[src/design/lssc_pkg.sv]
// constants, types and helpers of the led strobe switch control block
// assumes one 125 MHz clock and a power sequencer that reports rail readiness
//
// Contract
// decode colour select into one closed switch
// per-switch 10-bit current word drives DAC
// open leaving switches before closing new one
// dead time set by register 0x0b
// switch staying closed is never opened
// current linear, 2.47 mA per code step
// software keeps current codes at 0x029 or above
// 4-bit transient current limit value provided
// per-switch enable for transient limiting
// software limits red only, about 10% above
// controller rotates red, green, blue, red
// decoder disabled until all rails enabled
// deglitch colour select for 300 ns
// disabled decoder holds switches open, ignores select
// dead time in oscillator cycles, restartable
`default_nettype none

package lssc_pkg;

   // -------------------------------------------------------------
   // timing
   // -------------------------------------------------------------
   localparam int unsigned MCLK_PERIOD_PS = 8000;
   localparam int unsigned MCLK_FREQ_KHZ = 125000;
   localparam int unsigned OSC_FREQ_KHZ = 9000;
   // divider rounds down, so the tick runs slightly fast
   localparam int unsigned OSC_DIV = MCLK_FREQ_KHZ / OSC_FREQ_KHZ;
   localparam int unsigned DEGLITCH_NS = 300;
   // least time, rounded up to whole cycles
   localparam int unsigned DEGLITCH_CYC = (DEGLITCH_NS * 1000 + MCLK_PERIOD_PS - 1) / MCLK_PERIOD_PS;

   // -------------------------------------------------------------
   // register map
   // -------------------------------------------------------------
   localparam logic [7:0] ADDR_DEAD_TIME = 8'h0b;
   localparam logic [7:0] ADDR_STATUS = 8'h0c;
   localparam logic [7:0] DEAD_TIME_RESET = 8'h00;
   localparam int unsigned STAT_SW_LSB = 0;
   localparam int unsigned STAT_BUSY_BIT = 3;
   localparam int unsigned STAT_EN_BIT = 4;
   localparam int unsigned STAT_LIMIT_BIT = 5;

   // -------------------------------------------------------------
   // colour codes and current scale
   // -------------------------------------------------------------
   localparam logic [1:0] SEL_NONE = 2'h0;
   localparam logic [1:0] SEL_A = 2'h1;
   localparam logic [1:0] SEL_B = 2'h2;
   localparam logic [1:0] SEL_C = 2'h3;
   localparam int unsigned FULL_SCALE_MA = 2528;
   localparam logic [7:0] STEP_CENTI_MA = 8'hf7;

   typedef enum logic [1:0] {
      ST_OFF,
      ST_STEADY,
      ST_BREAK,
      ST_MAKE
   } lssc_state_t;

   function automatic logic [2:0] lssc_decode(input logic [1:0] sel);
      logic [2:0] sw;
      sw = 3'h0;
      unique case (sel)
         SEL_NONE: sw = 3'h0;
         SEL_A: sw = 3'h1;
         SEL_B: sw = 3'h2;
         SEL_C: sw = 3'h4;
      endcase
      return sw;
   endfunction : lssc_decode

   function automatic logic [17:0] lssc_centi_ma(input logic [9:0] code);
      logic [17:0] prod;
      prod = 18'({8'h00, code} * {10'h000, STEP_CENTI_MA});
      return prod;
   endfunction : lssc_centi_ma

endpackage : lssc_pkg

`default_nettype wire

[src/design/lssc_deglitch.sv]
// colour select carrier and the synchroniser plus deglitch filter for it
// assumes select pins are asynchronous to mclk
`default_nettype none

interface lssc_sel_if;
   logic [1:0] sel;
   modport src (output sel);
   modport dst (input sel);
endinterface : lssc_sel_if

module lssc_deglitch
   import lssc_pkg::*;
#(
   parameter int unsigned FILTER_CYC = lssc_pkg::DEGLITCH_CYC
)
(
   input wire logic mclk,
   input wire logic reset_n,
   input wire logic [1:0] pin_sel,
   lssc_sel_if.src out
);
   localparam int unsigned CW = $clog2(FILTER_CYC + 1);
   localparam logic [CW-1:0] LAST = CW'(FILTER_CYC - 1);

   logic [1:0] sync_a;
   logic [1:0] sync_b;
   logic [1:0] cand;
   logic [CW-1:0] cnt;
   logic [1:0] stable;

   // -------------------------------------------------------------
   // two-flop synchroniser
   // -------------------------------------------------------------
   always_ff @(posedge mclk)
   begin
      if (!reset_n)
      begin
         sync_a <= 2'h0;
         sync_b <= 2'h0;
      end
      else
      begin
         sync_a <= pin_sel;
         sync_b <= sync_a;
      end
   end

   // -------------------------------------------------------------
   // filter: a new code must hold for the whole window
   // -------------------------------------------------------------
   always_ff @(posedge mclk)
   begin
      if (!reset_n)
      begin
         cand <= 2'h0;
         cnt <= '0;
         stable <= 2'h0;
      end
      else if (sync_b != cand)
      begin
         cand <= sync_b;
         cnt <= '0;
      end
      else if (cnt == LAST)
      begin
         stable <= cand;
      end
      else
      begin
         cnt <= cnt + CW'(1);
      end
   end

   assign out.sel = stable;

endmodule : lssc_deglitch

`default_nettype wire

[src/design/lssc_top.sv]
// strobe decoder: colour select to cathode switches, DAC word and limit
// assumes rails_ready and all word inputs come from mclk-domain logic
`default_nettype none

module lssc_top
   import lssc_pkg::*;
#(
   parameter int unsigned FILTER_CYC = lssc_pkg::DEGLITCH_CYC,
   parameter int unsigned TICK_DIV = lssc_pkg::OSC_DIV
)
(
   input wire logic mclk,
   input wire logic reset_n,
   input wire logic colour_select_bit0,
   input wire logic colour_select_bit1,
   input wire logic rails_ready,
   input wire logic [9:0] current_word_a,
   input wire logic [9:0] current_word_b,
   input wire logic [9:0] current_word_c,
   input wire logic [3:0] transient_limit_value,
   input wire logic [2:0] transient_limit_enable,
   input wire logic reg_wr_en,
   input wire logic reg_rd_en,
   input wire logic [7:0] reg_addr,
   input wire logic [7:0] reg_wdata,
   output logic [7:0] reg_rdata,
   output logic cathode_switch_a,
   output logic cathode_switch_b,
   output logic cathode_switch_c,
   output logic [9:0] dac_word,
   output logic dac_valid,
   output logic [17:0] dac_setpoint_centi_ma,
   output logic limit_active,
   output logic [3:0] limit_value,
   output logic strobe_enabled
);
   import lssc_pkg::*;

   localparam int unsigned TW = $clog2(TICK_DIV + 1);
   localparam logic [TW-1:0] TICK_LAST = TW'(TICK_DIV - 1);

   lssc_sel_if sel_bus ();

   logic [7:0] switch_dead_time;
   logic [TW-1:0] tick_cnt;
   logic osc_tick;
   lssc_state_t state;
   logic [1:0] target;
   logic [2:0] sw;
   logic [7:0] dead_cnt;
   logic [9:0] next_dac_word;
   logic next_dac_valid;
   logic sel_changed;

   // -------------------------------------------------------------
   // colour select deglitch
   // -------------------------------------------------------------
   lssc_deglitch #(
      .FILTER_CYC(FILTER_CYC)
   ) u_deglitch (
      .mclk(mclk),
      .reset_n(reset_n),
      .pin_sel({colour_select_bit1, colour_select_bit0}),
      .out(sel_bus)
   );

   // -------------------------------------------------------------
   // register port
   // -------------------------------------------------------------
   always_ff @(posedge mclk)
   begin
      if (!reset_n)
      begin
         switch_dead_time <= DEAD_TIME_RESET;
      end
      else if (reg_wr_en && reg_addr == ADDR_DEAD_TIME)
      begin
         switch_dead_time <= reg_wdata;
      end
   end

   always_ff @(posedge mclk)
   begin
      if (!reset_n)
      begin
         reg_rdata <= 8'h00;
      end
      else if (reg_rd_en)
      begin
         if (reg_addr == ADDR_DEAD_TIME)
         begin
            reg_rdata <= switch_dead_time;
         end
         else if (reg_addr == ADDR_STATUS)
         begin
            reg_rdata <= 8'h00;
            reg_rdata[STAT_SW_LSB +: 3] <= sw;
            reg_rdata[STAT_BUSY_BIT] <= (state == ST_BREAK) || (state == ST_MAKE);
            reg_rdata[STAT_EN_BIT] <= (state != ST_OFF);
            reg_rdata[STAT_LIMIT_BIT] <= limit_active;
         end
         else
         begin
            reg_rdata <= 8'h00;
         end
      end
   end

   // -------------------------------------------------------------
   // oscillator-rate tick
   // -------------------------------------------------------------
   always_ff @(posedge mclk)
   begin
      if (!reset_n)
      begin
         tick_cnt <= '0;
         osc_tick <= 1'b0;
      end
      else if (tick_cnt == TICK_LAST)
      begin
         tick_cnt <= '0;
         osc_tick <= 1'b1;
      end
      else
      begin
         tick_cnt <= tick_cnt + TW'(1);
         osc_tick <= 1'b0;
      end
   end

   // -------------------------------------------------------------
   // break-before-make sequencer
   // -------------------------------------------------------------
   assign sel_changed = (sel_bus.sel != target);

   // dead time jitters by up to one tick period, since ticks are free-running
   always_ff @(posedge mclk)
   begin
      if (!reset_n)
      begin
         state <= ST_OFF;
         target <= SEL_NONE;
         sw <= 3'h0;
         dead_cnt <= 8'h00;
      end
      else if (!rails_ready)
      begin
         state <= ST_OFF;
         target <= SEL_NONE;
         sw <= 3'h0;
         dead_cnt <= 8'h00;
      end
      else
      begin
         unique case (state)
            ST_OFF:
            begin
               state <= ST_STEADY;
            end
            ST_STEADY:
            begin
               if (sel_changed)
               begin
                  target <= sel_bus.sel;
                  sw <= sw & lssc_decode(sel_bus.sel);
                  dead_cnt <= switch_dead_time;
                  state <= ST_BREAK;
               end
            end
            ST_BREAK:
            begin
               if (sel_changed)
               begin
                  target <= sel_bus.sel;
                  sw <= sw & lssc_decode(sel_bus.sel);
                  dead_cnt <= switch_dead_time;
               end
               else if (dead_cnt == 8'h00)
               begin
                  state <= ST_MAKE;
               end
               else if (osc_tick)
               begin
                  dead_cnt <= dead_cnt - 8'h01;
               end
            end
            ST_MAKE:
            begin
               sw <= lssc_decode(target);
               state <= ST_STEADY;
            end
         endcase
      end
   end

   assign cathode_switch_a = sw[0];
   assign cathode_switch_b = sw[1];
   assign cathode_switch_c = sw[2];
   assign strobe_enabled = (state != ST_OFF);

   // -------------------------------------------------------------
   // current DAC word follows the closed switch
   // -------------------------------------------------------------
   always_comb
   begin
      next_dac_word = 10'h000;
      next_dac_valid = 1'b1;
      if (sw[0])
      begin
         next_dac_word = current_word_a;
      end
      else if (sw[1])
      begin
         next_dac_word = current_word_b;
      end
      else if (sw[2])
      begin
         next_dac_word = current_word_c;
      end
      else
      begin
         next_dac_valid = 1'b0;
      end
   end

   always_ff @(posedge mclk)
   begin
      if (!reset_n)
      begin
         dac_word <= 10'h000;
         dac_valid <= 1'b0;
         dac_setpoint_centi_ma <= 18'h00000;
      end
      else
      begin
         dac_word <= next_dac_word;
         dac_valid <= next_dac_valid;
         dac_setpoint_centi_ma <= lssc_centi_ma(next_dac_word);
      end
   end

   // -------------------------------------------------------------
   // transient current limit
   // -------------------------------------------------------------
   always_ff @(posedge mclk)
   begin
      if (!reset_n)
      begin
         limit_active <= 1'b0;
         limit_value <= 4'h0;
      end
      else
      begin
         limit_active <= |(sw & transient_limit_enable);
         limit_value <= transient_limit_value;
      end
   end

endmodule : lssc_top

`default_nettype wire

[config.mk]
export PLATFORM = sky130hd
export DESIGN_NAME = lssc_top
export DESIGN_NICKNAME = d
export VERILOG_FILES = /design/src/design/lssc_pkg.sv /design/src/design/lssc_deglitch.sv /design/src/design/lssc_top.sv
export SDC_FILE = /design/constraint.sdc
export NUM_CORES = 1
export LEC_CHECK = 0
export BUFFER_PORTS_ARGS = -buffer_cell sky130_fd_sc_hd__buf_2
export CAP_MARGIN = 0
export CORE_MARGIN = 2
export CORE_UTILIZATION = 60
export DETAILED_ROUTE_END_ITERATION = 16
export PLACE_DENSITY = 0.85
export SYNTH_ARGS = -nofsm -noshare
export SYNTH_HDL_FRONTEND = slang
export SYNTH_HIERARCHICAL = 1
export SYNTH_SLANG_ARGS = --single-unit
[constraint.sdc]
create_clock -name mclk -period 11.9 [get_ports mclk]
set_clock_uncertainty 0.1 [all_clocks]
set_input_delay 0.595 -clock mclk [delete_from_list [all_inputs] [get_ports mclk]]
set_output_delay 0.595 -clock mclk [all_outputs]
set_load 0.02 [all_outputs]
## After elaboration in Yosys (flattened, before gate mapping)

Cells that the tools add are included.
Widths: inputs -> output; s select.

- Bits of input ports: 60
- Logic and storage cells: 98
- Flip-flop bits (word level): 84
- Output and inout port bits: 46

- Multiply operators: 1
- $add $sub $neg: 3
- Eq/ne operators: 21
- Muxes and demuxes: 30
- Reduce and logical (&&, ||, !) cells: 20
- Bitwise logic cells: 5

Operators with widths:

| kind | count |
|---|---|
| $mux 8 | 5 |
| $mux 10 | 3 |
| $mux 3 | 9 |
| $pmux 3 s4 | 2 |
| $mul 10x8->18 const B | 1 |
| $eq 8x4->1 const B | 2 |
| $pmux 8 s2 | 1 |
| $eq 2x2->1 const B | 6 |
| $and 3x3->3 | 3 |
| $pmux 3 s3 | 1 |
| $logic_not 8->1 | 1 |
| $reduce_or 2->1 | 4 |
| $sub 8x1->8 const B | 1 |
| $add 6x1->6 const B | 1 |
| $eq 2x1->1 const B | 3 |
| $eq 6x6->1 const B | 1 |
| $logic_not 2->1 | 3 |
| $mux 2 | 3 |
| $mux 6 | 1 |
| $ne 2x2->1 const B | 3 |
| $ne 3x3->1 const B | 2 |
| $pmux 2 s3 | 1 |
| $reduce_and 2->1 | 3 |
| $reduce_and 3->1 | 2 |
| 12 further kinds | 18 |

## Longest topological paths before layout

- Depth in word-level cells: 9
- Depth in mapped cells: 20

## Cells and area by module

Netlist, hierarchy kept.

Modules (own cells, without submodules):

| module | cells an instance | times used | area an instance (um^2) |
|---|---|---|---|
| lssc_top | 575 | 1 | 5071.1 |
| lssc_deglitch | 55 | 1 | 548.0 |

## Worst setup path after synthesis

No wires, ideal clock.

- Path type: flip-flop to flip-flop
- From: register sw[1]
- To: register dac_setpoint_centi_ma[17]
- Period minus slack after synthesis: 5465 ps
- Cell stages (with the launch flop): 19
- Arrival: 5233 ps
- Slack: 6435 ps
- Required time: 11668 ps
- Path buffers: 2
- Cells stage by stage: dfxtp_1 clkbuf_1 clkbuf_1 a22oi_1 o21ai_0 inv_1 fa_1 inv_1 fa_1 inv_1 fa_1 fa_1 inv_1 ha_1 a21o_1 and4_1 a311oi_1 and3_1 nor3_1

- Cells in the longest elaborated chain, start to end: 3

RTL lines:

| element | RTL line | RTL |
|---|---|---|
| start: declaration | lssc_top.sv:49 | `logic [2:0] sw;` |
| start signal: assignment | lssc_top.sv:165 | `sw <= sw & lssc_decode(sel_bus.sel);` |
| start signal: assignment | lssc_top.sv:175 | `sw <= sw & lssc_decode(sel_bus.sel);` |
| start signal: assignment | lssc_top.sv:189 | `sw <= lssc_decode(target);` |
| $mux 10 | lssc_top.sv:212 | `else if (sw[1])` |
| $mux 10 | lssc_top.sv:208 | `if (sw[0])` |
| via next_dac_word[5] | lssc_top.sv:51 | `logic [9:0] next_dac_word;` |
| $mul 10x8->18 | lssc_pkg.sv:78 | `prod = 18'({8'h00, code} * {10'h000, STEP_CENTI_MA});` |
| end signal: assignment | lssc_top.sv:238 | `dac_setpoint_centi_ma <= lssc_centi_ma(next_dac_word);` |
| end: declaration | lssc_top.sv:32 | `output logic [17:0] dac_setpoint_centi_ma,` |

The timed path passes the listed nets, and every way through them passes these cells.
A chain may end at the register's enable or synchronous reset.

## Worst setup path in the final report

- From: register sw[1]
- To: register dac_setpoint_centi_ma[14]

The elaborated chain is that of the path after synthesis.

==> impl_metrics.py <==
metrics = {
    "outcome": {
        "run_status": "finished clean",
    },
    "timing": {
        "hold_viol_final": 0,
        "period_minus_slack_ns": 6.33,
        "rsz0062_at_grt": "no",
        "final_max_slew_viol_count": 0,
        "slew_headroom": 0.234,
        "setup_viol": 0,
        "fmax_mhz": 158,
        "fin_setup_tns_ns": 0,
        "post-route-worst-setup-slack_ns": 5.57,
        "fin_crit_sh": 0.532,
        "tightest_slew_ns": 1.14,
    },
    "clock_network": {
        "clock_sinks": 83,
        "clk_path_buf_depth": 2,
        "clkSlewWorstSetupHoldPaths_ns": 0.10,
        "postCtsHoldBufs": 0,
        "post_cts_buffers": 0,
        "tritoncts": "built",
        "cts_buffers": 9,
        "clock_latency_ns": 0.37,
        "cts_resized": 0,
        "ctsRootBufferMaster": "clkbuf_8",
        "htreeDepth": 3,
    },
    "worst_setup_path": {
        "crit_path_end_kind": "flop",
        "critPathArrivalTime_ns": 6.49,
        "cp_slowest_cell": "o21ai_0",
        "cp_max_fo": 18,
        "slowest_delay_ns": 0.92,
        "worstSetupPathType": "reg2reg",
        "crit_required_ns": 12.06,
        "start_kind": "flop",
        "worstRegToRegCells": 17,
        "crit_chain": "nor2b_1, a22oi_1, o21ai_0, inv_1, fa_1, inv_1, fa_1, fa_1, inv_1, fa_1, inv_1, ha_1, and3_1, nand2_1, a21oi_1, nor2_1, o311ai_0",
    },
    "power_and_ir_drop": {
        "p_clk_frac": 0.381,
        "power_density_mw_per_mm2": 81.0,
        "p_sw_frac": 0.264,
        "power_frac_comb": 0.072,
        "peakVddDrop_mv": 0.0568,
        "seq_power_share": 0.547,
        "leakage_nw": 3.18,
        "switchingPower_mw": 0.137,
        "p_int_mw": 0.381,
    },
    "global_route": {
        "antenna_found_initial": 0,
        "first_global_vias": 4671,
        "grt-ovfl-total": 0,
        "track_usage": 0.270,
        "grt_pass1_wl_mm": 21.8,
        "grt_max_degree": 41,
    },
    "worst_hold_path": {
        "hold_depth": 2,
        "min_path_type": "in2reg",
    },
    "route": {
        "ant_nets": 0,
        "detail_route.wl_per_cell_um": 15.8,
        "via_per_inst": 5.72,
        "drt_iter0_markers": 197,
        "top_layer": "met4",
        "via_count": 4828,
        "wl_met3_um": 829,
        "dr_wl_met2_mm": 6.41,
        "dr.pass1.iters": 5,
        "wl_mm": 13.4,
        "route.detailed.drc": 0,
        "drt-met1-wl_mm": 5.83,
    },
    "floorplanning": {
        "die_w_um": 101,
        "die_y_um": 101,
        "ios": 106,
        "start_util": 0.614,
        "die_area_mm2": 0.0102,
        "placeableCoreArea_mm2": 0.00915,
        "rows": 35,
    },
    "finish": {
        "multi_input_area_mm2": 0.00353,
        "diodes": 0,
        "drive_gt1_frac": 0.186,
        "final_cells": 844,
        "layout_commonest_cell": "buf_2",
        "regArea_mm2": 0.00166,
        "final_nets": 882,
        "num-fill-cells": 726,
        "final_util": 0.699,
        "areaGrowthSynthToFinish_pct": 13.9,
        "layout_common_cells": "buf_2, inv_1, dfxtp_1",
    },
    "synth": {
        "synthXorXnorAreaFrac": 0.0296,
        "yosys.area_share.simple": 0.177,
        "synth_nets": 784,
        "synth_cells": 630,
        "synth_top_family_by_area": "adder cells",
        "synthArstFlopShare": 0,
        "synth_top_flop_cell": "dfxtp_1",
        "synth_edf_count": 0,
        "synth-seq-area-share": 0.296,
        "synth.area.mux_share": 0.0220,
        "syn_area_per_cell_um2": 8.92,
        "synth_area_mm2": 0.00562,
        "synth_compound_area_frac": 0.143,
        "synthAdderAreaFrac": 0.256,
        "yosys_warnings": 6,
        "netlist-cell-type-count": 59,
        "ys_ff_latch": 83,
    },
    "place": {
        "routabilityCongestion": 0.919,
        "dp_slack_ns": 5.79,
        "port_buffers": 105,
        "dpl.hpwl_mm": 10.4,
        "dp_cells": 828,
    },
    "job": {
        "cap_viol_max_count": 0,
    },
}
## path summary, 6_finish.rpt
path,start,to,slack (ns)
max reg2reg,sw[1],dac_setpoint_centi_ma[14],5.57
max,sw[1],dac_setpoint_centi_ma[14],5.57
min reg2reg,u_deglitch/sync_a[0],u_deglitch/sync_b[0],0.34
min,colour_select_bit0,u_deglitch/sync_a[0],0.33
## critical path: cells and delay by family, from the launching register on
kind | cells | cell delay, ns
adder cells (fa/ha/maj) | 5 | 2.52
AO/OA/AOI/OAI | 4 | 1.63
AND/OR/NAND/NOR | 4 | 1.06
flip-flops | 1 | 0.52
buffers and inverters | 4 | 0.38
## power groups by stage
| stage | Clock (mW) | Sequential [mW] | Combinational [mW] |
|---|---|---|---|
| final | 0.197 | 0.284 | 0.0374 |
| after global routing | 0.212 | 0.284 | 0.0414 |
| after CTS | 0.202 | 0.284 | 0.0374 |
| after detailed placement | 0 | 0.290 | 0.0372 |
| after global placement | 0 | 0.290 | 0.0366 |
| after floorplan | 0 | 0.291 | 0.0206 |
## cell usage after synthesis, drive strengths merged (3+ instances only)
cell / count / area, um^2
inv: 88 / 330
dfxtp: 83 / 1660
ha: 59 / 738
nand2: 40 / 150
nor2: 39 / 146
fa: 35 / 701
a21oi: 34 / 174
o21ai: 24 / 124
nand3: 22 / 110
and2: 20 / 125
nor3: 19 / 95.1
clkbuf: 17 / 63.8
a22oi: 16 / 120
nand2b: 11 / 68.8
xnor2: 11 / 96.3
mux2i: 9 / 90.1
a21o: 8 / 60.1
and3: 8 / 55.1
xor2: 8 / 70.1
a31oi: 7 / 43.8
buf: 5 / 36.3
nor2b: 5 / 31.3
o21a: 5 / 37.5
or4: 5 / 37.5
a2bb2oi: 4 / 35.0
or3: 4 / 25.0
a311oi: 3 / 26.3
mux2: 3 / 33.8
nand3b: 3 / 22.5
nand4: 3 / 18.8
nor4: 3 / 18.8
## through the flow
stage	hold slack [ns]	area (um^2)	power (mW)
global route	0.332	6400	0.538
detailed placement	0.319	6210	0.327
finish	0.330	6400	0.518
CTS	0.320	6400	0.523
global placement	0.315	6210	0.327
floorplan	0.312	5620	0.311
## cell type report
cell class                      count  area share
Clock buffer                       10      0.0215
Clock inverter                      6     0.00743
Inverter                           88      0.0516
Multi-Input combinational cell    437       0.551
Sequential cell                    83       0.260
Tap cell                          111      0.0217
Timing Repair Buffer              109      0.0868
## kinds of logic after synthesis
group	count (synthesis)
AO/OA/AOI/OAI	120
multiplexers	12
flip-flops	83
AND/OR/NAND/NOR	192
XOR/XNOR	19
buffers and inverters	110
adder cells (fa/ha/maj)	94
## per-layer routing
layer	vias up	global-route usage
met2	177	0.443
met5	-	0
met4	0	0.110
li1	2328	-
met3	24	0.0444
met1	2299	0.356
## state kept, by name, indices dropped and copies added, names as in the netlist
| name | count |
|---|---|
| u_deglitch/cnt | 6 |
| limit_value | 4 |
| osc_tick | 1 |
| limit_active | 1 |
| dead_cnt | 8 |
| sw | 3 |
| tick_cnt | 4 |
| u_deglitch/sync_a | 2 |
| reg_rdata | 8 |
| dac_word | 10 |
| dac_setpoint_centi_ma | 17 |
| target | 2 |
| u_deglitch/sync_b | 2 |
| switch_dead_time | 8 |
| u_deglitch/out.sel | 2 |
| dac_valid | 1 |
| u_deglitch/cand | 2 |
| state | 2 |
Note: power is estimated with default switching activity, not from simulation.
